[src/aof_pkg.sv]
package aof_pkg;
  localparam int          DATA_W        = 14;
  localparam int          LATENCY       = 6;
  localparam int          LAT_CNT_W     = 3;
  localparam logic [13:0] OB_ZERO       = 14'h2000;
  localparam logic [13:0] OB_POS_FULL   = 14'h3FFF;
  localparam logic [13:0] OB_NEG_FULL   = 14'h0000;
  localparam int          MSB           = 13;
  localparam real         MIN_CLK_MHZ   = 1.0;
  localparam real         SYS_CLK_MHZ   = 25.0;

  typedef struct packed {
    logic        over_pos;
    logic        over_neg;
    logic [13:0] code;
  } aof_sample_t;

  typedef enum logic [1:0] {AOF_SLEEP, AOF_FILL, AOF_RUN} aof_state_t;
endpackage

[src/aof_pipe_stage.sv]
`timescale 1ns/100ps
`default_nettype none
module aof_pipe_stage
  import aof_pkg::*;
(
  input  wire logic        i_sys_clk,
  input  wire logic        i_clr,
  input  wire aof_sample_t i_d,
  output var  aof_sample_t o_q
);
  always_ff @(posedge i_sys_clk) begin
    if (i_clr) begin
      o_q <= '0;
    end else begin
      o_q <= i_d;
    end
  end
endmodule
`default_nettype wire

[src/aof_adc_format.sv]
// Notes on behaviour
// select high gives twos complement, low offset binary
// twos complement equals offset binary, msb inverted
// fourteen bit word, zero and full scale codes
// over-range saturates to selected format full scale
// output enable low drives, high floats outputs
// partner must not toggle enable dynamically
// sleep request stops conversion, reference stays
// sleep discards pipeline; valid after full latency
// unused sleep request held low by partner
// conversion clock kept at least 1MHz
// clock duty cycle fifty percent at speed
// each cycle captures sample, advances pipeline
// latency parameter; valid low after sleep
// coding change affects next word and every later word
`timescale 1ns/100ps
`default_nettype none
module aof_adc_format
  import aof_pkg::*;
(
  input  wire logic        i_sys_clk,
  input  wire logic        i_nrst,
  input  wire logic [13:0] i_sample,
  input  wire logic        i_over_pos,
  input  wire logic        i_over_neg,
  input  wire logic        i_twos_complement_select,
  input  wire logic        i_out_enable_n,
  input  wire logic        i_sleep_request,
  output var  logic [13:0] o_data,
  output var  logic [13:0] o_data_oe,
  output var  logic        o_data_valid,
  output var  logic        o_ref_active
);
  logic        btc_m_ff;
  logic        btc_ff;
  logic        oe_n_m_ff;
  logic        oe_n_ff;
  logic        slp_m_ff;
  logic        slp_ff;
  aof_state_t  state_ff, nxt_state;
  logic [LAT_CNT_W-1:0] cnt_ff, nxt_cnt;
  aof_sample_t stage [0:LATENCY];
  aof_sample_t tail;
  logic [13:0] ob_word;
  logic [13:0] fmt_word;
  logic        run_ok;
  logic        pipe_clr;
  logic        fill_done;
  logic [13:0] nxt_data_oe;

  // pin synchronisers
  always_ff @(posedge i_sys_clk) begin
    btc_m_ff  <= i_twos_complement_select;
    btc_ff    <= btc_m_ff;
    oe_n_m_ff <= i_out_enable_n;
    oe_n_ff   <= oe_n_m_ff;
    slp_m_ff  <= i_sleep_request;
    slp_ff    <= slp_m_ff;
  end

  // pipeline capture, cleared while asleep
  assign stage[0] = '{over_pos: i_over_pos, over_neg: i_over_neg, code: i_sample};
  assign pipe_clr = slp_ff | ~i_nrst;
  genvar g;
  generate
    for (g = 0; g < LATENCY; g++) begin : g_pipe
      aof_pipe_stage u_stage (
        .i_sys_clk (i_sys_clk),
        .i_clr     (pipe_clr),
        .i_d       (stage[g]),
        .o_q       (stage[g+1])
      );
    end
  endgenerate
  assign tail = stage[LATENCY];

  // saturation then coding, coding taken at output time
  assign ob_word  = tail.over_pos ? OB_POS_FULL : (tail.over_neg ? OB_NEG_FULL : tail.code);
  assign fmt_word = btc_ff ? {~ob_word[MSB], ob_word[MSB-1:0]} : ob_word;

  // latency tracking after sleep
  assign fill_done = (cnt_ff == LAT_CNT_W'(LATENCY - 1));
  always_comb begin
    nxt_state = state_ff;
    nxt_cnt   = cnt_ff;
    unique case (state_ff)
      AOF_SLEEP: begin
        nxt_cnt = '0;
        if (!slp_ff) begin
          nxt_state = AOF_FILL;
        end
      end
      AOF_FILL: begin
        if (slp_ff) begin
          nxt_state = AOF_SLEEP;
        end else if (fill_done) begin
          nxt_state = AOF_RUN;
        end else begin
          nxt_cnt = cnt_ff + LAT_CNT_W'(1);
        end
      end
      AOF_RUN: begin
        if (slp_ff) begin
          nxt_state = AOF_SLEEP;
        end
      end
    endcase
  end
  assign run_ok = (nxt_state == AOF_RUN);

  always_ff @(posedge i_sys_clk) begin
    if (!i_nrst) begin
      state_ff <= AOF_SLEEP;
      cnt_ff   <= '0;
    end else begin
      state_ff <= nxt_state;
      cnt_ff   <= nxt_cnt;
    end
  end

  // registered outputs
  assign nxt_data_oe = {DATA_W{~oe_n_ff}};
  always_ff @(posedge i_sys_clk) begin
    if (!i_nrst) begin
      o_data       <= OB_ZERO;
      o_data_oe    <= '0;
      o_data_valid <= 1'b0;
      o_ref_active <= 1'b1;
    end else begin
      o_data       <= fmt_word;
      o_data_oe    <= nxt_data_oe;
      o_data_valid <= run_ok;
      o_ref_active <= 1'b1;
    end
  end
endmodule
`default_nettype wire

[config.mk]
export PLATFORM = sky130hd
export DESIGN_NAME = aof_adc_format
export DESIGN_NICKNAME = d
export VERILOG_FILES = /design/src/aof_pkg.sv /design/src/aof_pipe_stage.sv /design/src/aof_adc_format.sv
export SDC_FILE = /design/constraint.sdc
export NUM_CORES = 1
export LEC_CHECK = 0
export ABC_CLOCK_PERIOD_IN_PS = 2000
export BUFFER_PORTS_ARGS = -buffer_cell sky130_fd_sc_hd__buf_2
export CORE_MARGIN = 10
export CORE_UTILIZATION = 55
export CTS_CLUSTER_SIZE = 14
export DETAILED_ROUTE_END_ITERATION = 12
export HOLD_SLACK_MARGIN = 0.15
export PLACE_DENSITY = 0.87
export SETUP_SLACK_MARGIN = 0.1
export SKIP_LAST_GASP = 1
export SLEW_MARGIN = 10
export SYNTH_ARGS = -nofsm -noshare
export SYNTH_HDL_FRONTEND = slang
export SYNTH_SLANG_ARGS = --single-unit
[constraint.sdc]
create_clock -name i_sys_clk -period 2 [get_ports i_sys_clk]
set_input_delay 0.3 -clock i_sys_clk [delete_from_list [all_inputs] [get_ports i_sys_clk]]
set_output_delay 0.3 -clock i_sys_clk [all_outputs]
set_load 0.005 [all_outputs]
==> run_results.csv, run 1 <==
group,metric,value,unit
worst_setup_path,endpoint,"o_data_valid",
cts,clkLatencyLatePin,0.50,ns
place,placement.io_buffers,49,
global_route,grt_pass1_vias,2035,
worst_setup_path,ordered_list_of_cells_on_the_worst_path,"inv_1 -> ha_1 -> or2b_1 -> a32oi_1 -> a21boi_1",
global_route,grt.total_usage,0.103,
logic_synthesis,syn-mean-instance-area,11.8,µm²
flow_run,cap_viol_max_count,0,
worst_setup_path,worst_ep_arrival_time,1.97,ns
cells_and_area,drive_gt1_frac,0.218,
worst_setup_path,critical_path.startpoint_type,"flop",
worst_setup_path,worst_path_dominant_cell_family,"flip-flops",
global_route,grt_max_degree,97,
cts,worst_path_clk_slew,0.05,ns
logic_synthesis,post_synth_num_cell_types,28,
worst_setup_path,worst-path-stages,5,
route,postRouteAntennaNets,0,
floorplan,num_rows,29,
worst_setup_path,crit_path_max_fanout,5,
power,total_leakage_power,2.02,nW
worst_setup_path,worstReg2RegStart,"state_ff[1]",
sta,slew_violations,0,
cts,cts_root_buf,"sky130_fd_sc_hd__clkbuf_8",
worst_setup_path,worst-r2r-cell-count,5,
floorplan,die_height,102,µm
logic_synthesis,synth_top_cells_by_area,"sky130_fd_sc_hd__dfxtp_1, sky130_fd_sc_hd__and2_1, sky130_fd_sc_hd__buf_4",
worst_setup_path,critPathLaunch,"state_ff[1]",
route,drc_errors,0,
logic_synthesis,ys_seq_elements,123,
cts,tritoncts,"done",
route,drt_pass1_iterations,4,
place,dpl-instance-area,3860,µm²
route,detail_route.iter0.violations,63,
worst_setup_path,critPathCaptureType,"flop",
cts,cts_buffers,17,
sta,finalCriticalPeriod,1.54,ns
run_status,run_status,"finished, final reports clean",
floorplan,design.portCount,51,
min_path,worstHoldPathType,"flop to flop",
cells_and_area,antenna_cells_inserted,0,
logic_synthesis,yosysSeqAreaShare,0.665,
logic_synthesis,postSynthCellCount,313,
sta,timing.final.hold_violations,0,
worst_setup_path,worst_path_largest_cell_delay,0.39,ns
route,routed_wl,4.89,mm
global_route,grt_first_pass_wirelength,8.24,mm
floorplan,die_width,102,µm
route,drt-vias-per-instance,4.37,
floorplan,starting_density_of_the_core,0.573,
power,irDropWorstVdd,0.939,mV
cts,clock_tree.htree_level_count,4,
sta,finalSetupViolCount,0,
logic_synthesis,synth_top_area_frac,0.665,
global_route,grt_antenna_before_repair,0,
power,power_per_unit_of_standard_cell_area,1220,nW/µm²
place,place.gp.congestion,0.687,
sta,rsz0062_at_grt,"no",
logic_synthesis,yosysWarnings,0,
sta,layout_worst_path_cycle_share,0.768,
global_route,gr-total-overflow,0,
cells_and_area,nets_final,399,
logic_synthesis,syn_area,3700,µm²
logic_synthesis,synth.net_count,339,
power,finalPower,0.00570,W
cts,postCtsResizedCells,0,
worst_setup_path,rr_endpoint,"o_data_valid",
cts,cts_setup_buffers,0,
cts,cts_buffer_depth,2,
cts,cts_hold_fix_bufs,20,
worst_setup_path,worstPathRequired,2.44,ns
sta,clock_skew_after_layout,0.00550,ns
worst_setup_path,critPathBufInv,1,
route,num_vias,2025,
cts,cts_sinks,123,
route,detail_route.wl_per_cell,10.6,µm
floorplan,fp.dieArea,10400,µm²
floorplan,core,6460,µm²
logic_synthesis,synth_area_leader_cell,"sky130_fd_sc_hd__dfxtp_1",
worst_setup_path,r2r_setup_slack,0.46,ns
worst_setup_path,worst_setup_path_class,"flop to flop",
sta,total_negative_slack,0,ns
worst_setup_path,critical_path.slowest_cell,"sky130_fd_sc_hd__dfxtp_1",
cells_and_area,design_area,4680,µm²
sta,fmaxAchievable,651,MHz
cells_and_area,areaGrowthSynthToFinish,26.3,%
place,post-dp-hpwl,2.76,mm
[cell usage after synthesis (all sizes together)]
| cell | count |
|---|---|
| nand4 | 1 |
| o211ai | 4 |
| a21boi | 3 |
| nand2b | 3 |
| o21ai | 2 |
| or3 | 2 |
| buf | 21 |
| nor2b | 15 |
| inv | 4 |
| nor3 | 1 |
| or2b | 1 |
| nand3b | 2 |
| mux2i | 1 |
| and3 | 1 |
| conb | 1 |
| ha | 5 |
| and2 | 96 |
| a21bo | 1 |
| a32oi | 1 |
| dfxtp | 123 |
| a21oi | 13 |
| o21a | 1 |
| clkbuf | 8 |
| nand3 | 1 |
| nor3b | 1 |
| and2b | 1 |
[sequential cells by signal, indices dropped and copies added, names as in the netlist]
| register | flops |
|---|---|
| btc_ff | 1 |
| btc_m_ff | 1 |
| cnt_ff | 3 |
| g_pipe.u_stage.o_q | 96 |
| o_data | 14 |
| o_data_oe | 1 |
| o_data_valid | 1 |
| oe_n_ff | 1 |
| oe_n_m_ff | 1 |
| slp_ff | 1 |
| slp_m_ff | 1 |
| state_ff | 2 |
[stage by stage]
| step | utilization | setup WS [ns] | instances | hold slack, ns |
|---|---|---|---|---|
| floorplan | - | 0.639 | 313 | 0.310 |
| global placement | 0.598 | 0.611 | 411 | 0.314 |
| detailed placement | 0.598 | 0.490 | 411 | 0.316 |
| CTS | 0.724 | 0.478 | 463 | 0.328 |
| global route | 0.724 | 0.399 | 463 | 0.337 |
| finish | 0.724 | 0.464 | 463 | 0.325 |
[logic make-up (layout without fill, tap and decap cells)]
| kind of cell | after synthesis | in the layout | synth area share |
|---|---|---|---|
| AOI/OAI and AO/OA | 25 | 25 | 0.0416 |
| buffers and inverters | 33 | 106 | 0.0591 |
| muxes | 1 | 1 | 0.00270 |
| other | 1 | 1 | 0.00101 |
| DFF | 123 | 123 | 0.665 |
| and+or+nand+nor | 125 | 125 | 0.214 |
| adders and majority gates | 5 | 5 | 0.0169 |
[cell usage in the layout, fill, tap and decap left out, types with 4 or more instances in the layout]
cell	instances
sky130_fd_sc_hd__dfxtp_1	123
sky130_fd_sc_hd__clkinv_2	5
sky130_fd_sc_hd__a21oi_1	13
sky130_fd_sc_hd__and2_1	96
sky130_fd_sc_hd__ha_1	5
sky130_fd_sc_hd__dlygate4sd3_1	20
sky130_fd_sc_hd__clkbuf_16	16
sky130_fd_sc_hd__o211ai_1	4
sky130_fd_sc_hd__nor2b_1	15
sky130_fd_sc_hd__buf_2	49
sky130_fd_sc_hd__inv_1	4
sky130_fd_sc_hd__bufinv_16	4
[per-layer routing]
| layer | wire length (µm) | vias to the layer above | GRT usage | part of all wire |
|---|---|---|---|---|
| met4 | 76 | 0 | 0.0694 | 0.016 |
| met5 | 0 | - | 0 | 0 |
| met2 | 2350 | 64 | 0.175 | 0.48 |
| met1 | 1890 | 868 | 0.0854 | 0.39 |
| met3 | 562 | 9 | 0.0688 | 0.12 |
| li1 | - | 1084 | - | - |
[layout make-up]
type | count | area [µm²]
clock buffer | 20 | 445
clock inverter | 12 | 170
fill | 427 | 1780
inverter | 4 | 15.0
multi-input combinational | 157 | 1020
sequential | 123 | 2460
tap | 77 | 96.3
timing repair buffer | 70 | 465
[where the power goes]
group | internal, W | switching (W) | leakage (nW)
Sequential | 0.00249 | 0.0000137 | 0.997
Combinational | 0.0000820 | 0.0000668 | 0.723
Clock | 0.00208 | 0.000979 | 0.304
Total | 0.00465 | 0.00106 | 2.02
[worst reg2reg max path, cell delays in order (launching register included)]
cell                       delay, ns
sky130_fd_sc_hd__dfxtp_1        0.39
sky130_fd_sc_hd__inv_1          0.09
sky130_fd_sc_hd__ha_1           0.36
sky130_fd_sc_hd__or2b_1         0.25
sky130_fd_sc_hd__a32oi_1        0.21
sky130_fd_sc_hd__a21boi_1       0.17
[how the worst min path moves through the flow]
stage	startpoint	endpoint	depth (start not counted)
after global placement	slp_m_ff	slp_ff	0
after floorplan	btc_m_ff	btc_ff	0
after global routing	oe_n_m_ff	oe_n_ff	0
after CTS	slp_m_ff	slp_ff	0
final	slp_m_ff	slp_ff	0
after detailed placement	slp_m_ff	slp_ff	0
(Power assumes the default switching activity.)
==> run 2, diff against run 1 <==
--- a/config.mk
+++ b/config.mk
@@ -5,14 +5,14 @@
 export SDC_FILE = /design/constraint.sdc
 export NUM_CORES = 1
 export LEC_CHECK = 0
-export ABC_CLOCK_PERIOD_IN_PS = 2000
+export ABC_CLOCK_PERIOD_IN_PS = 1400
 export BUFFER_PORTS_ARGS = -buffer_cell sky130_fd_sc_hd__buf_2
 export CORE_MARGIN = 10
-export CORE_UTILIZATION = 55
+export CORE_UTILIZATION = 50
 export CTS_CLUSTER_SIZE = 14
 export DETAILED_ROUTE_END_ITERATION = 12
 export HOLD_SLACK_MARGIN = 0.15
-export PLACE_DENSITY = 0.87
+export PLACE_DENSITY = 0.84
 export SETUP_SLACK_MARGIN = 0.1
 export SKIP_LAST_GASP = 1
 export SLEW_MARGIN = 10
==> constraint.sdc (replaced) <==
create_clock -name i_sys_clk -period 1.4 [get_ports i_sys_clk]
set_input_delay 0.21 -clock i_sys_clk [delete_from_list [all_inputs] [get_ports i_sys_clk]]
set_output_delay 0.21 -clock i_sys_clk [all_outputs]
set_load 0.005 [all_outputs]
==> run_results.csv, run 2 (synthesis results as in run 1) <==
group,metric,value,unit
run_status,run_status,"finished, final reports clean",
min_path,worstHoldPathType,"flop to flop",
worst_setup_path,ordered_list_of_cells_on_the_worst_path,"inv_4 -> ha_4 -> a21bo_4 -> or3_4 -> a21boi_2",
flow_run,cap_viol_max_count,0,
floorplan,fp.dieArea,11200,µm²
global_route,grt_max_degree,81,
route,detail_route.iter0.violations,57,
worst_setup_path,worst_setup_path_class,"flop to flop",
cells_and_area,final_common_cell,"sky130_fd_sc_hd__dfxtp_1",
floorplan,num_rows,31,
sta,slew_violations,0,
floorplan,core,7210,µm²
cts,clock_tree.htree_level_count,4,
cells_and_area,antenna_cells_inserted,0,
cells_and_area,registers.top_by_ff_count,"g_pipe.u_stage.o_q",
global_route,gr-total-overflow,0,
cells_and_area,areaGrowthSynthToFinish,30.9,%
sta,layout_worst_path_cycle_share,0.962,
sta,rsz0062_at_grt,"yes",
worst_setup_path,worst_ep_arrival_time,1.79,ns
route,routed-wl-met2,2.55,mm
cells_and_area,nets_final,405,
route,drc_errors,0,
worst_setup_path,worstPathRequired,1.84,ns
cts,worst_path_clk_slew,0.06,ns
cts,cts_sinks,123,
route,highest_layer,"met4",
sta,hold_ws,0.327,ns
cells_and_area,drive_gt1_frac,0.265,
place,dp_slack,-0.0590,ns
route,routed_wl,5.38,mm
cells_and_area,largestRegisters,"g_pipe.u_stage.o_q x96, o_data x14, cnt_ff x3",
power,total_leakage_power,2.07,nW
route,postRouteAntennaNets,0,
cts,cts_buffers,17,
power,power_per_unit_of_standard_cell_area,1720,nW/µm²
sta,clock_skew_after_layout,0.00476,ns
worst_setup_path,r2r_setup_slack,0.05,ns
worst_setup_path,worst-r2r-cell-count,5,
min_path,min_to,"slp_ff",
sta,total_negative_slack,0,ns
cells_and_area,mostFrequentLayoutCells,"sky130_fd_sc_hd__dfxtp_1, sky130_fd_sc_hd__and2_1, sky130_fd_sc_hd__buf_2",
min_path,timing.hold.worst_path_depth,0,
sta,final.setup.worst_slack,0.0530,ns
worst_setup_path,critPathCaptureType,"flop",
floorplan,die_width,106,µm
global_route,grt_pass1_vias,2160,
power,irDropWorstVdd,1.01,mV
place,place.gp.congestion,0.674,
worst_setup_path,critical_path.slowest_cell,"sky130_fd_sc_hd__dfxtp_4",
route,met3WireLength,522,µm
route,drt_pass1_iterations,4,
route,drt-vias-per-instance,4.25,
cts,tritoncts,"done",
cells_and_area,largest_register_ff_count,96,
place,dpl-instance-area,3920,µm²
route,detail_route.wl_per_cell,11.0,µm
place,placement.io_buffers,49,
cts,cts_buffer_depth,2,
worst_setup_path,worst_path_largest_cell_delay,0.35,ns
global_route,grt.total_usage,0.103,
place,post-dp-hpwl,2.90,mm
floorplan,starting_density_of_the_core,0.513,
min_path,hold_start,"slp_m_ff",
sta,timing.final.hold_violations,0,
worst_setup_path,worstReg2RegStart,"state_ff[1]",
worst_setup_path,critical_path.startpoint_type,"flop",
worst_setup_path,crit_path_max_fanout,6,
sta,finalSetupViolCount,0,
cells_and_area,finalCoreUtilization,0.672,
route,num_vias,2089,
cts,clkLatencyLatePin,0.51,ns
worst_setup_path,rr_endpoint,"cnt_ff[1]",
sta,finalCriticalPeriod,1.35,ns
global_route,grt_antenna_before_repair,0,
floorplan,design.portCount,51,
cells_and_area,design_area,4850,µm²
global_route,grt_first_pass_wirelength,9.18,mm
sta,fmaxAchievable,742,MHz
route,detail_route.wirelength.met1,2.14,mm
worst_setup_path,critPathLaunch,"state_ff[1]",
cts,cts_root_buf,"sky130_fd_sc_hd__clkbuf_8",
floorplan,die_height,106,µm
run 2: metal layers:
layer | vias up | track usage
met1 | 914 | 0.0950
met4 | 0 | 0.0706
met2 | 61 | 0.166
li1 | 1097 | -
met3 | 17 | 0.0670
met5 | - | 0
run 2: repair_timing:
item | CTS | global route
setup buffers | 4 | 0
endpoints found under the hold margin | 23 | 0
resized for setup | 16 | 3
endpoints found under the setup margin | 20 | 7
pin swaps | 4 | 1
hold buffers | 20 | 0
run 2: report_power, final:
group	internal (W)	switching [W]
sequential	0.00355	0.0000177
combinational	0.000136	0.000106
clock	0.00305	0.00149
total	0.00673	0.00161
run 2: area by class of cell:
cell class | instances | area, µm²
timing repair buffer | 76 | 510
tap | 99 | 124
clock buffer | 20 | 455
clock inverter | 12 | 186
fill | 510 | 2370
inverter | 4 | 17.5
multi-input combinational | 157 | 1080
sequential | 123 | 2470
run 2: worst max path at each step:
stage / end / slack [ns] / cells after the start
finish: cnt_ff[1] / 0.05 / 5
global route: cnt_ff[0] / 0.003 / 5
CTS: cnt_ff[1] / 0.04 / 5
detailed placement: o_data_valid / -0.06 / 5
global placement: cnt_ff[1] / 0.06 / 5
floorplan: cnt_ff[1] / 0.09 / 5
run 2: critical path: cells and delay by family (launching register included):
family | cells | cell delay, ns
buffers and inverters | 1 | 0.07
adders and majority gates | 1 | 0.13
AOI/OAI and AO/OA | 2 | 0.37
DFF | 1 | 0.35
and+or+nand+nor | 1 | 0.35
run 2: through the flow:
stage	power [W]	cells
3_5_place_dp	0.00382	435
6_report	0.00835	491
5_1_grt	0.00861	491
4_1_cts	0.00844	491
3_3_place_gp	0.00381	435
2_1_floorplan	0.00378	313
